`src/pin_func_pkg.sv`:
```
// constants for the serial controller pin function block
package pin_func_pkg;
    // register byte offsets
    localparam logic [7:0] OFF_IO_CTRL   = 8'h00;
    localparam logic [7:0] OFF_ARM_CTRL  = 8'h04;
    localparam logic [7:0] OFF_LATCH_STS = 8'h08;
    localparam logic [7:0] OFF_PORT_CTRL = 8'h0c;
    localparam logic [7:0] OFF_PORT_STS  = 8'h10;
    localparam logic [7:0] OFF_TX_CTRL   = 8'h14;
    localparam logic [15:0] RST_REG      = 16'h0000;
    localparam logic [2:0]  RST_TX_CTRL  = 3'h0;
    // pin_io_control field positions
    localparam int CTS_MODE_LSB = 14;
    localparam int TXR_MODE_LSB = 10;
    localparam int RXR_MODE_LSB = 8;
    localparam int TXC_MODE_LSB = 3;
    localparam int RXC_MODE_LSB = 0;
    // edge arm and latch status bit positions
    localparam int RXC_FALL = 15;
    localparam int RXC_RISE = 14;
    localparam int TXC_ARM  = 13;
    localparam int RXR_FALL = 11;
    localparam int RXR_RISE = 10;
    localparam int TXR_FALL = 9;
    localparam int TXR_RISE = 8;
    localparam int CTS_FALL = 5;
    localparam int CTS_RISE = 4;
    localparam int RXC_LU   = 15;
    localparam int TXC_LU   = 13;
    localparam int RXR_LU   = 11;
    localparam int TXR_LU   = 9;
    localparam int CTS_LU   = 5;
    // tx control fields
    localparam int TX_ASYNC_BIT = 2;
    localparam logic [1:0] TX_EN_OFF = 2'h0;
    localparam logic [1:0] TX_EN_CTS = 2'h3;
    // two-bit pin modes
    localparam logic [1:0] M2_IN   = 2'h0;
    localparam logic [1:0] M2_FUNC = 2'h1;
    localparam logic [1:0] M2_LOW  = 2'h2;
    localparam logic [1:0] M2_HIGH = 2'h3;
    // clock pin modes
    localparam logic [2:0] CK_IN   = 3'h0;
    localparam logic [2:0] CK_BIT  = 3'h1;
    localparam logic [2:0] CK_CHAR = 3'h2;
    localparam logic [2:0] CK_AUX  = 3'h3;
    localparam logic [2:0] CK_BAUD_GENERATOR_ZERO = 3'h4;
    localparam logic [2:0] CK_BAUD_GENERATOR_ONE = 3'h5;
    localparam logic [2:0] CK_CTR  = 3'h6;
    localparam logic [2:0] CK_PLL  = 3'h7;
    // port pins with dedicated outputs
    localparam int PORT_TXCMP = 7;
    localparam int PORT_RSYNC = 5;
    // rising bit clock edges after the one that first sees cts low
    localparam logic [2:0] CTS_START_RISES = 3'h4;
    typedef enum logic [1:0] {TX_IDLE, TX_WAIT, TX_SEND} tx_state_e;
endpackage

```
`src/pin_edge_cell.sv`:
```
// synchroniser, edge detector and latched/unlatched status for one pin
`timescale 1ns/100ps
module pin_edge_cell
(
    input  wire logic hclk,
    input  wire logic hresetn,
    input  wire logic pin,
    input  wire logic arm_rise,
    input  wire logic arm_fall,
    input  wire logic clear,
    output logic      pin_low,
    output logic      latched,
    output logic      data
);
    typedef struct packed {
        logic       s1;
        logic       s2;
        logic       prev;
        logic       pend;
        logic       lu;
        logic       data;
        logic [2:0] warm;
    } cell_s;

    cell_s q;
    cell_s d;
    logic  edge_seen;

    always_comb
    begin
        d = q;
        d.s1 = pin;
        d.s2 = q.s1;
        d.prev = q.s2;
        d.warm = {q.warm[1:0], 1'b1};
        // second stage only, and not before the stages fill, so reset is no edge
        edge_seen = q.warm[2] & ((q.s2 & ~q.prev & arm_rise) | (~q.s2 & q.prev & arm_fall));
        // an edge during the clearing write is kept and re-latches next cycle
        d.pend = edge_seen | (q.pend & (q.lu | clear));
        if (clear)
        begin
            d.lu = 1'b0;
        end
        else if (!q.lu && q.pend)
        begin
            d.lu = 1'b1;
        end
        // data tracks the pin while unlatched, frozen while latched
        if ((!q.lu || clear) && q.warm[1])
        begin
            d.data = ~q.s2;
        end
    end

    always_ff @(posedge hclk or negedge hresetn)
    begin
        if (!hresetn)
        begin
            q <= '0;
        end
        else
        begin
            q <= d;
        end
    end

    assign pin_low = ~q.s2;
    assign latched = q.lu;
    assign data    = q.data;
endmodule

```
`src/pin_functions.sv`:
```
// pin function mux, edge latches, cts transmit gate and ahb-lite registers
`timescale 1ns/100ps
// Summary of operation
// - cts mode: 0x input, 10 drive low, 11 drive high
// - tx enable 11 lets a character start only while cts is low
// - first bit starts at falling bit clock edge 4.5 periods after cts seen low
// - cts high mid-character: async finishes character, sync stops at once
// - cts pin undriven from reset until mode 10 or 11
// - arm bits 5 and 4 detect cts falling and rising edges
// - cts latch bit sets on armed edge; data bit tracks pin only while unlatched
// - rx clock pin mode selects input or one of seven internal sources
// - tx clock pin mode selects input or one of seven internal sources
// - rx character clock high one rx period per character into receive fifo
// - tx character clock high one tx period per character into shift register
// - rx sync output low one rx period per sync or flag found
// - tx complete low from first bit of a run to end of its last bit
// - baud generator and counter outputs drive the clock pins as square waves
// - arm bits 15,14 for rx clock pin edges, bit 13 for tx clock edges
// - clock pin latch bits 15,13 with data bits 14,12 tracking while unlatched
// - request pin modes: 00 input, 01 request out, 10 low, 11 high
// - internal dma requests work whatever the request pin modes are
// - request pin latch bits with data bits tracking while unlatched
// - all eight port pins are latched but never raise an interrupt
// - port mode: 00 input, 01 dedicated, 10 drive low
// - writing 1 clears a port latch and resamples; an edge relatches with direction
// - writing 0 to a latch or any data bit does nothing; missed edges relatch
module pin_functions
#(
    parameter int PORTS = 8
)
(
    input  wire logic             hclk,
    input  wire logic             hresetn,
    input  wire logic             hsel,
    input  wire logic [31:0]      haddr,
    input  wire logic [1:0]       htrans,
    input  wire logic             hwrite,
    input  wire logic [2:0]       hsize,
    input  wire logic [31:0]      hwdata,
    input  wire logic             hready,
    output logic                  hreadyout,
    output logic                  hresp,
    output logic [31:0]           hrdata,
    input  wire logic             cts_in,
    output logic                  cts_out,
    output logic                  cts_oe,
    input  wire logic             rx_clock_pin_in,
    output logic                  rx_clock_pin_out,
    output logic                  rx_clock_pin_oe,
    input  wire logic             tx_clock_pin_in,
    output logic                  tx_clock_pin_out,
    output logic                  tx_clock_pin_oe,
    input  wire logic             rx_request_pin_in,
    output logic                  rx_request_pin_out,
    output logic                  rx_request_pin_oe,
    input  wire logic             tx_request_pin_in,
    output logic                  tx_request_pin_out,
    output logic                  tx_request_pin_oe,
    input  wire logic [PORTS-1:0] port_pin_in,
    output logic [PORTS-1:0]      port_pin_out,
    output logic [PORTS-1:0]      port_pin_oe,
    input  wire logic             receive_bit_clock,
    input  wire logic             transmit_bit_clock,
    input  wire logic             rx_bit_rise,
    input  wire logic             tx_bit_rise,
    input  wire logic             tx_bit_fall,
    input  wire logic             baud_generator_zero,
    input  wire logic             baud_generator_one,
    input  wire logic             counter_zero,
    input  wire logic             counter_one,
    input  wire logic             pll_rx_clock,
    input  wire logic             pll_tx_clock,
    input  wire logic             rx_fifo_load,
    input  wire logic             tx_fifo_load,
    input  wire logic             rx_sync_found,
    input  wire logic             rx_dma_request,
    input  wire logic             tx_dma_request,
    input  wire logic             tx_char_valid,
    input  wire logic             tx_char_end,
    output logic                  tx_char_start,
    output logic                  tx_abort
);
    localparam int CELLS = 5 + PORTS;

    typedef struct packed {
        logic [15:0]            io_ctrl;
        logic [15:0]            arm_ctrl;
        logic [15:0]            port_ctrl;
        logic [2:0]             tx_ctrl;
        logic                   ap_valid;
        logic                   ap_write;
        logic [7:0]             ap_addr;
        logic [31:0]            rdata;
        pin_func_pkg::tx_state_e tx_state;
        logic [2:0]             rise_cnt;
        logic                   tx_start;
        logic                   tx_abort;
        logic                   rx_char_clk;
        logic                   tx_char_clk;
        logic                   rx_sync_n;
    } state_s;

    state_s q;
    state_s d;

    logic [CELLS-1:0] cell_pin;
    logic [CELLS-1:0] cell_rise;
    logic [CELLS-1:0] cell_fall;
    logic [CELLS-1:0] cell_clear;
    logic [CELLS-1:0] cell_low;
    logic [CELLS-1:0] cell_lu;
    logic [CELLS-1:0] cell_data;
    logic [15:0]      latch_sts;
    logic [15:0]      port_sts;
    logic             wr_latch;
    logic             wr_port;
    logic             cts_ok;
    logic             tx_enabled;

    // mode field of port pin n
    function automatic logic [1:0] port_mode(input logic [15:0] port_pin_control, input int n);
        port_mode = port_pin_control[2*n +: 2];
    endfunction

    // drive for a two-bit low/high output mode; bit1 set means driven
    function automatic logic mode2_level(input logic [1:0] m);
        mode2_level = (m == pin_func_pkg::M2_HIGH);
    endfunction

    // cell order: 0 cts, 1 rx clock, 2 tx clock, 3 rx request, 4 tx request, 5.. ports
    assign cell_pin[4:0] = {tx_request_pin_in, rx_request_pin_in, tx_clock_pin_in,
                            rx_clock_pin_in, cts_in};
    assign cell_pin[CELLS-1:5] = port_pin_in;
    assign cell_fall[4:0] = {q.arm_ctrl[pin_func_pkg::TXR_FALL],
                             q.arm_ctrl[pin_func_pkg::RXR_FALL],
                             q.arm_ctrl[pin_func_pkg::TXC_ARM],
                             q.arm_ctrl[pin_func_pkg::RXC_FALL],
                             q.arm_ctrl[pin_func_pkg::CTS_FALL]};
    assign cell_rise[4:0] = {q.arm_ctrl[pin_func_pkg::TXR_RISE],
                             q.arm_ctrl[pin_func_pkg::RXR_RISE],
                             q.arm_ctrl[pin_func_pkg::TXC_ARM],
                             q.arm_ctrl[pin_func_pkg::RXC_RISE],
                             q.arm_ctrl[pin_func_pkg::CTS_RISE]};
    // ports always watch both edges whatever their direction
    assign cell_fall[CELLS-1:5] = '1;
    assign cell_rise[CELLS-1:5] = '1;

    // data phase of a write; only ones in latch positions clear, data bits ignored
    assign wr_latch = q.ap_valid & q.ap_write & (q.ap_addr == pin_func_pkg::OFF_LATCH_STS);
    assign wr_port  = q.ap_valid & q.ap_write & (q.ap_addr == pin_func_pkg::OFF_PORT_STS);
    assign cell_clear[0] = wr_latch & hwdata[pin_func_pkg::CTS_LU];
    assign cell_clear[1] = wr_latch & hwdata[pin_func_pkg::RXC_LU];
    assign cell_clear[2] = wr_latch & hwdata[pin_func_pkg::TXC_LU];
    assign cell_clear[3] = wr_latch & hwdata[pin_func_pkg::RXR_LU];
    assign cell_clear[4] = wr_latch & hwdata[pin_func_pkg::TXR_LU];

    genvar g;
    generate
        for (g = 0; g < PORTS; g++)
        begin : g_port
            assign cell_clear[5+g] = wr_port & hwdata[2*g+1];
            assign port_sts[2*g+1] = cell_lu[5+g];
            assign port_sts[2*g]   = cell_data[5+g];
        end
        for (g = 0; g < CELLS; g++)
        begin : g_cell
            pin_edge_cell u_cell (
                .hclk     (hclk),
                .hresetn  (hresetn),
                .pin      (cell_pin[g]),
                .arm_rise (cell_rise[g]),
                .arm_fall (cell_fall[g]),
                .clear    (cell_clear[g]),
                .pin_low  (cell_low[g]),
                .latched  (cell_lu[g]),
                .data     (cell_data[g])
            );
        end
    endgenerate

    always_comb
    begin
        latch_sts = '0;
        latch_sts[pin_func_pkg::CTS_LU]     = cell_lu[0];
        latch_sts[pin_func_pkg::CTS_LU-1]   = cell_data[0];
        latch_sts[pin_func_pkg::RXC_LU]     = cell_lu[1];
        latch_sts[pin_func_pkg::RXC_LU-1]   = cell_data[1];
        latch_sts[pin_func_pkg::TXC_LU]     = cell_lu[2];
        latch_sts[pin_func_pkg::TXC_LU-1]   = cell_data[2];
        latch_sts[pin_func_pkg::RXR_LU]     = cell_lu[3];
        latch_sts[pin_func_pkg::RXR_LU-1]   = cell_data[3];
        latch_sts[pin_func_pkg::TXR_LU]     = cell_lu[4];
        latch_sts[pin_func_pkg::TXR_LU-1]   = cell_data[4];
    end

    assign tx_enabled = (q.tx_ctrl[1:0] != pin_func_pkg::TX_EN_OFF);
    // the gate only looks at cts in mode 11
    assign cts_ok = (q.tx_ctrl[1:0] != pin_func_pkg::TX_EN_CTS) | cell_low[0];

    always_comb
    begin
        d = q;
        d.tx_start = 1'b0;
        d.tx_abort = 1'b0;
        // ahb address phase; zero wait states so hready is always ours
        d.ap_valid = hsel & hready & htrans[1];
        d.ap_write = hwrite;
        d.ap_addr  = haddr[7:0];
        if (hsel && hready && htrans[1] && !hwrite)
        begin
            case (haddr[7:0])
                pin_func_pkg::OFF_IO_CTRL:   d.rdata = {16'h0000, q.io_ctrl};
                pin_func_pkg::OFF_ARM_CTRL:  d.rdata = {16'h0000, q.arm_ctrl};
                pin_func_pkg::OFF_LATCH_STS: d.rdata = {16'h0000, latch_sts};
                pin_func_pkg::OFF_PORT_CTRL: d.rdata = {16'h0000, q.port_ctrl};
                pin_func_pkg::OFF_PORT_STS:  d.rdata = {16'h0000, port_sts};
                pin_func_pkg::OFF_TX_CTRL:   d.rdata = {29'h00000000, q.tx_ctrl};
                default:                     d.rdata = 32'h00000000;
            endcase
        end
        if (q.ap_valid && q.ap_write)
        begin
            case (q.ap_addr)
                pin_func_pkg::OFF_IO_CTRL:   d.io_ctrl = hwdata[15:0];
                pin_func_pkg::OFF_ARM_CTRL:  d.arm_ctrl = hwdata[15:0];
                pin_func_pkg::OFF_PORT_CTRL: d.port_ctrl = hwdata[15:0];
                pin_func_pkg::OFF_TX_CTRL:   d.tx_ctrl = hwdata[2:0];
                default:                     d.tx_ctrl = q.tx_ctrl;
            endcase
        end

        // character clocks and sync pulse last one bit clock period
        if (rx_fifo_load)
        begin
            d.rx_char_clk = 1'b1;
        end
        else if (rx_bit_rise)
        begin
            d.rx_char_clk = 1'b0;
        end
        if (rx_sync_found)
        begin
            d.rx_sync_n = 1'b0;
        end
        else if (rx_bit_rise)
        begin
            d.rx_sync_n = 1'b1;
        end
        if (tx_fifo_load)
        begin
            d.tx_char_clk = 1'b1;
        end
        else if (tx_bit_rise)
        begin
            d.tx_char_clk = 1'b0;
        end

        case (q.tx_state)
            pin_func_pkg::TX_IDLE:
            begin
                if (tx_enabled && tx_char_valid && tx_bit_rise && cts_ok)
                begin
                    d.tx_state = pin_func_pkg::TX_WAIT;
                    d.rise_cnt = 3'h0;
                end
            end
            pin_func_pkg::TX_WAIT:
            begin
                if (!cts_ok || !tx_enabled)
                begin
                    d.tx_state = pin_func_pkg::TX_IDLE;
                end
                else if (tx_bit_rise && q.rise_cnt != pin_func_pkg::CTS_START_RISES)
                begin
                    d.rise_cnt = q.rise_cnt + 3'h1;
                end
                else if (tx_bit_fall && q.rise_cnt == pin_func_pkg::CTS_START_RISES)
                begin
                    // falling edge 4.5 periods after the sampling rise
                    d.tx_start = 1'b1;
                    d.tx_state = pin_func_pkg::TX_SEND;
                end
            end
            pin_func_pkg::TX_SEND:
            begin
                if (!cts_ok && !q.tx_ctrl[pin_func_pkg::TX_ASYNC_BIT])
                begin
                    // synchronous modes drop the line at once
                    d.tx_abort = 1'b1;
                    d.tx_state = pin_func_pkg::TX_IDLE;
                end
                else if (tx_char_end)
                begin
                    // async finishes the character, then a run continues only if allowed
                    if (tx_enabled && tx_char_valid && cts_ok)
                    begin
                        d.tx_start = 1'b1;
                    end
                    else
                    begin
                        d.tx_state = pin_func_pkg::TX_IDLE;
                    end
                end
            end
            default:
            begin
                d.tx_state = pin_func_pkg::TX_IDLE;
            end
        endcase
    end

    always_ff @(posedge hclk or negedge hresetn)
    begin
        if (!hresetn)
        begin
            q <= '0;
            q.io_ctrl   <= pin_func_pkg::RST_REG;
            q.arm_ctrl  <= pin_func_pkg::RST_REG;
            q.port_ctrl <= pin_func_pkg::RST_REG;
            q.tx_ctrl   <= pin_func_pkg::RST_TX_CTRL;
            q.tx_state  <= pin_func_pkg::TX_IDLE;
            q.rx_sync_n <= 1'b1;
        end
        else
        begin
            q <= d;
        end
    end

    assign hreadyout     = 1'b1;
    assign hresp         = 1'b0;
    assign hrdata        = q.rdata;
    assign tx_char_start = q.tx_start;
    assign tx_abort      = q.tx_abort;

    // cts: driven only for modes 10 and 11, so reset leaves it floating
    assign cts_oe  = q.io_ctrl[pin_func_pkg::CTS_MODE_LSB+1];
    assign cts_out = q.io_ctrl[pin_func_pkg::CTS_MODE_LSB];

    // request pins; the internal dma path never looks at these modes
    always_comb
    begin
        logic [1:0] rm;
        logic [1:0] tm;
        rm = q.io_ctrl[pin_func_pkg::RXR_MODE_LSB +: 2];
        tm = q.io_ctrl[pin_func_pkg::TXR_MODE_LSB +: 2];
        rx_request_pin_oe  = (rm != pin_func_pkg::M2_IN);
        tx_request_pin_oe  = (tm != pin_func_pkg::M2_IN);
        rx_request_pin_out = (rm == pin_func_pkg::M2_FUNC) ? ~rx_dma_request : mode2_level(rm);
        tx_request_pin_out = (tm == pin_func_pkg::M2_FUNC) ? ~tx_dma_request : mode2_level(tm);
    end

    // clock pins carry internal square waves or status straight through
    always_comb
    begin
        logic [2:0] rc;
        logic [2:0] tc;
        rc = q.io_ctrl[pin_func_pkg::RXC_MODE_LSB +: 3];
        tc = q.io_ctrl[pin_func_pkg::TXC_MODE_LSB +: 3];
        rx_clock_pin_oe = (rc != pin_func_pkg::CK_IN);
        tx_clock_pin_oe = (tc != pin_func_pkg::CK_IN);
        case (rc)
            pin_func_pkg::CK_BIT:  rx_clock_pin_out = receive_bit_clock;
            pin_func_pkg::CK_CHAR: rx_clock_pin_out = q.rx_char_clk;
            pin_func_pkg::CK_AUX:  rx_clock_pin_out = q.rx_sync_n;
            pin_func_pkg::CK_BAUD_GENERATOR_ZERO: rx_clock_pin_out = baud_generator_zero;
            pin_func_pkg::CK_BAUD_GENERATOR_ONE: rx_clock_pin_out = baud_generator_one;
            pin_func_pkg::CK_CTR:  rx_clock_pin_out = counter_zero;
            pin_func_pkg::CK_PLL:  rx_clock_pin_out = pll_rx_clock;
            default:               rx_clock_pin_out = 1'b0;
        endcase
        case (tc)
            pin_func_pkg::CK_BIT:  tx_clock_pin_out = transmit_bit_clock;
            pin_func_pkg::CK_CHAR: tx_clock_pin_out = q.tx_char_clk;
            // tx complete low for the whole run
            pin_func_pkg::CK_AUX:  tx_clock_pin_out = (q.tx_state != pin_func_pkg::TX_SEND);
            pin_func_pkg::CK_BAUD_GENERATOR_ZERO: tx_clock_pin_out = baud_generator_zero;
            pin_func_pkg::CK_BAUD_GENERATOR_ONE: tx_clock_pin_out = baud_generator_one;
            pin_func_pkg::CK_CTR:  tx_clock_pin_out = counter_one;
            pin_func_pkg::CK_PLL:  tx_clock_pin_out = pll_tx_clock;
            default:               tx_clock_pin_out = 1'b0;
        endcase
    end

    // port pins; dedicated inputs are left undriven
    generate
        for (g = 0; g < PORTS; g++)
        begin : g_port_drv
            logic [1:0] pm;
            logic       ded_out;
            assign pm = port_mode(q.port_ctrl, g);
            if (g == pin_func_pkg::PORT_TXCMP)
            begin : g_txc
                assign ded_out = 1'b1;
                assign port_pin_out[g] = (pm == pin_func_pkg::M2_FUNC) ?
                                         (q.tx_state != pin_func_pkg::TX_SEND) :
                                         mode2_level(pm);
            end
            else if (g == pin_func_pkg::PORT_RSYNC)
            begin : g_rs
                assign ded_out = 1'b1;
                assign port_pin_out[g] = (pm == pin_func_pkg::M2_FUNC) ?
                                         q.rx_sync_n : mode2_level(pm);
            end
            else
            begin : g_gp
                assign ded_out = 1'b0;
                assign port_pin_out[g] = mode2_level(pm);
            end
            assign port_pin_oe[g] = pm[1] | ((pm == pin_func_pkg::M2_FUNC) & ded_out);
        end
    endgenerate
endmodule

```
`config.mk`:
```
export PLATFORM = sky130hd
export DESIGN_NAME = pin_functions
export DESIGN_NICKNAME = d
export VERILOG_FILES = /design/src/pin_func_pkg.sv /design/src/pin_edge_cell.sv /design/src/pin_functions.sv
export SDC_FILE = /design/constraint.sdc
export NUM_CORES = 1
export LEC_CHECK = 0
export BUFFER_PORTS_ARGS = -buffer_cell sky130_fd_sc_hd__buf_4
export CAP_MARGIN = 20
export CORE_MARGIN = 8
export CORE_UTILIZATION = 59
export CTS_BUF_LIST = sky130_fd_sc_hd__clkbuf_4 sky130_fd_sc_hd__clkbuf_8 sky130_fd_sc_hd__clkbuf_16
export CTS_CLUSTER_SIZE = 14
export DETAILED_ROUTE_END_ITERATION = 16
export PLACE_DENSITY = 0.83
export SYNTH_ARGS = -nofsm -noshare
export SYNTH_HDL_FRONTEND = slang
export SYNTH_SLANG_ARGS = --single-unit
export TNS_END_PERCENT = 20
```
`constraint.sdc`:
```
create_clock -name hclk -period 4.75 [get_ports hclk]
set_input_delay 0.7125 -clock hclk [delete_from_list [all_inputs] [get_ports hclk]]
set_output_delay 0.7125 -clock hclk [all_outputs]
set_load 0.01 [all_outputs]
```
==> load_flow_metrics.sql <==
INSERT INTO impl_metrics (metric_group, metric, value, unit) VALUES
('cells_and_area', 'layout.cell_area.non_filler', '8880', 'um^2'),
('floorplan', 'initial_core_utilization', '60.3', '%'),
('timing', 'max_slew.worst_pin.slew', '1.11', 'ns'),
('cts', 'htree_num_levels', '4', ''),
('setup_path', 'worstPathMaxFanout', '16', ''),
('timing', 'skew', '0.00641', 'ns'),
('synthesis', 'synthMostInstantiatedCell', 'sky130_fd_sc_hd__dfrtp_1', ''),
('cells_and_area', 'area.growth.synth_to_final', '16.6', '%'),
('setup_path', 'worstPathRequired', '5.05', 'ns'),
('floorplan', 'floorplan.die.width', '130', 'um'),
('min_path', 'holdCritPathClass', 'reg -> reg', ''),
('synthesis', 'yosys_register_bits', '168', ''),
('timing', 'period_needed', '2.89', 'ns'),
('floorplan', 'design.die.area', '16800', 'um^2'),
('cells_and_area', 'finalCoreUtilization', '70.3', '%'),
('timing', 'slew_violations', '0', ''),
('power', 'power-per-cell-area', '355', 'nW/um^2'),
('synthesis', 'synth.top_cells.by_count', 'sky130_fd_sc_hd__dfrtp_1, sky130_fd_sc_hd__mux2_2, sky130_fd_sc_hd__buf_4, sky130_fd_sc_hd__nand2_1, sky130_fd_sc_hd__o21ai_0', ''),
('drt', 'route.detailed.wl_per_inst', '20.7', 'um'),
('drt', 'drt.antenna.violating_nets', '0', ''),
('placed_design', 'detailed_place_hpwl', '12800', 'um'),
('min_path', 'min_delay_worst_endpoint', 'g_cell[0].u_cell.d[6]', ''),
('global_routing', 'remaining_global_route_overflow', '0', ''),
('placed_design', 'gp_congestion', '0.873', ''),
('global_routing', 'grt_pass1_wl', '30100', 'um'),
('synthesis', 'yosys-top-cells-area', 'sky130_fd_sc_hd__dfrtp_1, sky130_fd_sc_hd__mux2_2, sky130_fd_sc_hd__buf_4', ''),
('min_path', 'whs_path_depth', '0', ''),
('setup_path', 'regToRegSetupSlack', '1.86', 'ns'),
('cts', 'cts.repair.resized', '0', ''),
('setup_path', 'worstSetupStartpoint', 'q[42]', ''),
('timing', 'rsz0062_at_grt', 'no', ''),
('setup_path', 'worst_path_class_setup', 'reg -> reg', ''),
('setup_path', 'worstSetupEndpointType', 'flop', ''),
('cts', 'tritoncts.num_buffers', '17', ''),
('synthesis', 'asyncSetResetFlopFracSynth', '100', '%'),
('drt', 'detail_route.first_pass.iterations', '6', ''),
('synthesis', 'ys_dominant_reg_cell', 'sky130_fd_sc_hd__dfrtp_1', ''),
('cts', 'clock_tree.buffer_depth', '2', ''),
('drt', 'drt_drc_violations_left', '0', ''),
('cts', 'post-cts-setup-buffers', '0', ''),
('timing', 'finalSetupViolations', '0', ''),
('synthesis', 'area_leader_netlist', 'sky130_fd_sc_hd__dfrtp_1', ''),
('cells_and_area', 'antenna_cells_inserted', '0', ''),
('status', 'outcome', 'finished clean', ''),
('power', 'tot_pwr', '3.15', 'mW'),
('floorplan', 'io_pins', '167', ''),
('cts', 'post_cts_hold_fix_bufs', '0', ''),
('global_routing', 'antenna_found_initial', '1', ''),
('synthesis', 'yosysWarningCount', '0', ''),
('setup_path', 'reg2regPathDepth', '4', ''),
('cts', 'tritoncts', 'yes', ''),
('global_routing', 'first_global_vias', '5732', ''),
('min_path', 'min_from', 'g_cell[0].u_cell.d[7]', ''),
('power', 'peakVddDrop', '0.211', 'mV'),
('cts', 'clock-root-buffer', 'sky130_fd_sc_hd__clkbuf_16', ''),
('drt', 'num_vias', '5458', ''),
('cts', 'clkLatencyLatePin', '0.42', 'ns'),
('placed_design', 'port_buffers', '104', ''),
('setup_path', 'r2r_end', 'port_pin_oe[3]', ''),
('synthesis', 'ys_types', '56', ''),
('cts', 'tritoncts_num_sinks', '168', ''),
('cells_and_area', 'drive_gt1_share', '30.9', '%'),
('floorplan', 'core-area', '12600', 'um^2'),
('cts', 'path_clk_slew', '0.06', 'ns'),
('drt', 'via_per_inst', '6.00', ''),
('run', 'reported_max_cap_violation_count', '0', ''),
('synthesis', 'post_synth_instance_area', '7610', 'um^2'),
('floorplan', 'dieHeight', '130', 'um'),
('timing', 'final_hold_viol_count', '0', ''),
('synthesis', 'synth_area_per_cell', '11.7', 'um^2'),
('drt', 'drt_iter0_markers', '489', '');
[registers in the layout, summed over array words and instances, names as in the netlist]
register / flops
cts_oe: 1
cell_fall: 5
tx_abort: 1
g_port_drv.pm: 10
g_cell.u_cell.q: 27
g_cell.u_cell.data: 13
tx_char_start: 1
port_pin_oe: 6
cell_rise: 4
hrdata: 16
cts_out: 1
q: 42
g_cell.u_cell.d: 28
g_cell.u_cell.latched: 13
[logic make-up (layout without fill, tap and decap cells)]
kind of cell / count (synthesis) / after routing / share of synthesized area (%)
XOR/XNOR: 9 / 9 / 1.04
AO/OA/AOI/OAI: 130 / 130 / 11.5
multiplexers: 89 / 89 / 13.7
flip-flops: 168 / 168 / 55.2
AND/OR/NAND/NOR: 156 / 156 / 11.1
other: 2 / 19 / 0.0986
buffers and inverters: 89 / 162 / 6.54
adder cells (fa/ha/maj): 5 / 5 / 0.822
[worst max path at each step]
stage | endpoint | slack (ns) | depth (start not counted)
final | port_pin_oe[3] | 1.86 | 4
after global routing | g_port_drv[0].pm[0] | 1.82 | 4
after CTS | port_pin_oe[3] | 1.88 | 4
after detailed placement | hrdata[11] | 1.77 | 5
after global placement | hrdata[11] | 1.82 | 5
after floorplan | hrdata[3] | 2.36 | 5
[cells in the final DEF (no fill, tap or decap), types with 2 or more instances in the layout]
cell                         instances
sky130_fd_sc_hd__a22o_1              8
sky130_fd_sc_hd__a21boi_0            4
sky130_fd_sc_hd__nor4_1              5
sky130_fd_sc_hd__o21ai_0            33
sky130_fd_sc_hd__clkinv_2            2
sky130_fd_sc_hd__conb_1             19
sky130_fd_sc_hd__inv_6               2
sky130_fd_sc_hd__clkinvlp_4          5
sky130_fd_sc_hd__nor3_1              6
sky130_fd_sc_hd__mux4_2              6
sky130_fd_sc_hd__a22oi_1            26
sky130_fd_sc_hd__nand3b_1            7
sky130_fd_sc_hd__a21oi_1            24
sky130_fd_sc_hd__nand4b_1            2
sky130_fd_sc_hd__a21o_1              4
sky130_fd_sc_hd__clkbuf_4            3
sky130_fd_sc_hd__or2_2               5
sky130_fd_sc_hd__xor2_1              9
sky130_fd_sc_hd__ha_1                5
sky130_fd_sc_hd__o21a_1              4
sky130_fd_sc_hd__clkbuf_8            2
sky130_fd_sc_hd__mux2_2             64
sky130_fd_sc_hd__mux2i_1            19
sky130_fd_sc_hd__a41oi_1             2
sky130_fd_sc_hd__clkbuf_16          17
sky130_fd_sc_hd__nor2_1             32
sky130_fd_sc_hd__or3_1               2
sky130_fd_sc_hd__nor2b_1            12
sky130_fd_sc_hd__and2_1              9
sky130_fd_sc_hd__inv_1              19
sky130_fd_sc_hd__a32oi_1            12
sky130_fd_sc_hd__nand2_1            34
sky130_fd_sc_hd__buf_4             109
sky130_fd_sc_hd__and3_1             11
sky130_fd_sc_hd__a211oi_1            3
sky130_fd_sc_hd__nand3_1            19
sky130_fd_sc_hd__a2111o_1            2
sky130_fd_sc_hd__dfrtp_1           167
[final cells by class]
type,count,area (um^2)
sequential,168,4210
fill,867,3740
multi-input combinational,408,2980
timing repair buffer,111,835
clock buffer,22,475
tap,172,215
clock inverter,10,95.1
inverter,19,71.3
[where the power goes]
group / internal [mW] / switching [mW] / total (mW) / leakage [nW]
Combinational: 0.132 / 0.172 / 0.303 / 1.77
Sequential: 1.48 / 0.0441 / 1.52 / 1.97
Clock: 0.767 / 0.555 / 1.32 / 0.269
[stage by stage]
| step | worst slack, ns | hold WS (ns) | instances |
|---|---|---|---|
| floorplan | 2.36 | 0.331 | 665 |
| global placement | 1.82 | 0.332 | 877 |
| detailed placement | 1.77 | 0.336 | 877 |
| CTS | 1.88 | 0.350 | 909 |
| global route | 1.82 | 0.353 | 910 |
| finish | 1.86 | 0.348 | 910 |
[worst max-delay path, stage by stage (launching register included)]
cell	delay [ns]
sky130_fd_sc_hd__dfrtp_1	0.38
sky130_fd_sc_hd__or4_4	0.59
sky130_fd_sc_hd__nor3_4	0.41
sky130_fd_sc_hd__nand3_1	0.81
sky130_fd_sc_hd__mux2_2	0.57
[layer usage]
layer	vias to the layer above	track usage, %	wire (um)	share of wire (%)
met3	39	6.04	1490	7.9
li1	2430	-	-	-
met5	-	0	13	0.069
met2	236	39.3	9550	51
met1	2751	28.3	7340	39
met4	2	9.56	418	2.2
No activity file was read; power rests on OpenSTA's default activity.
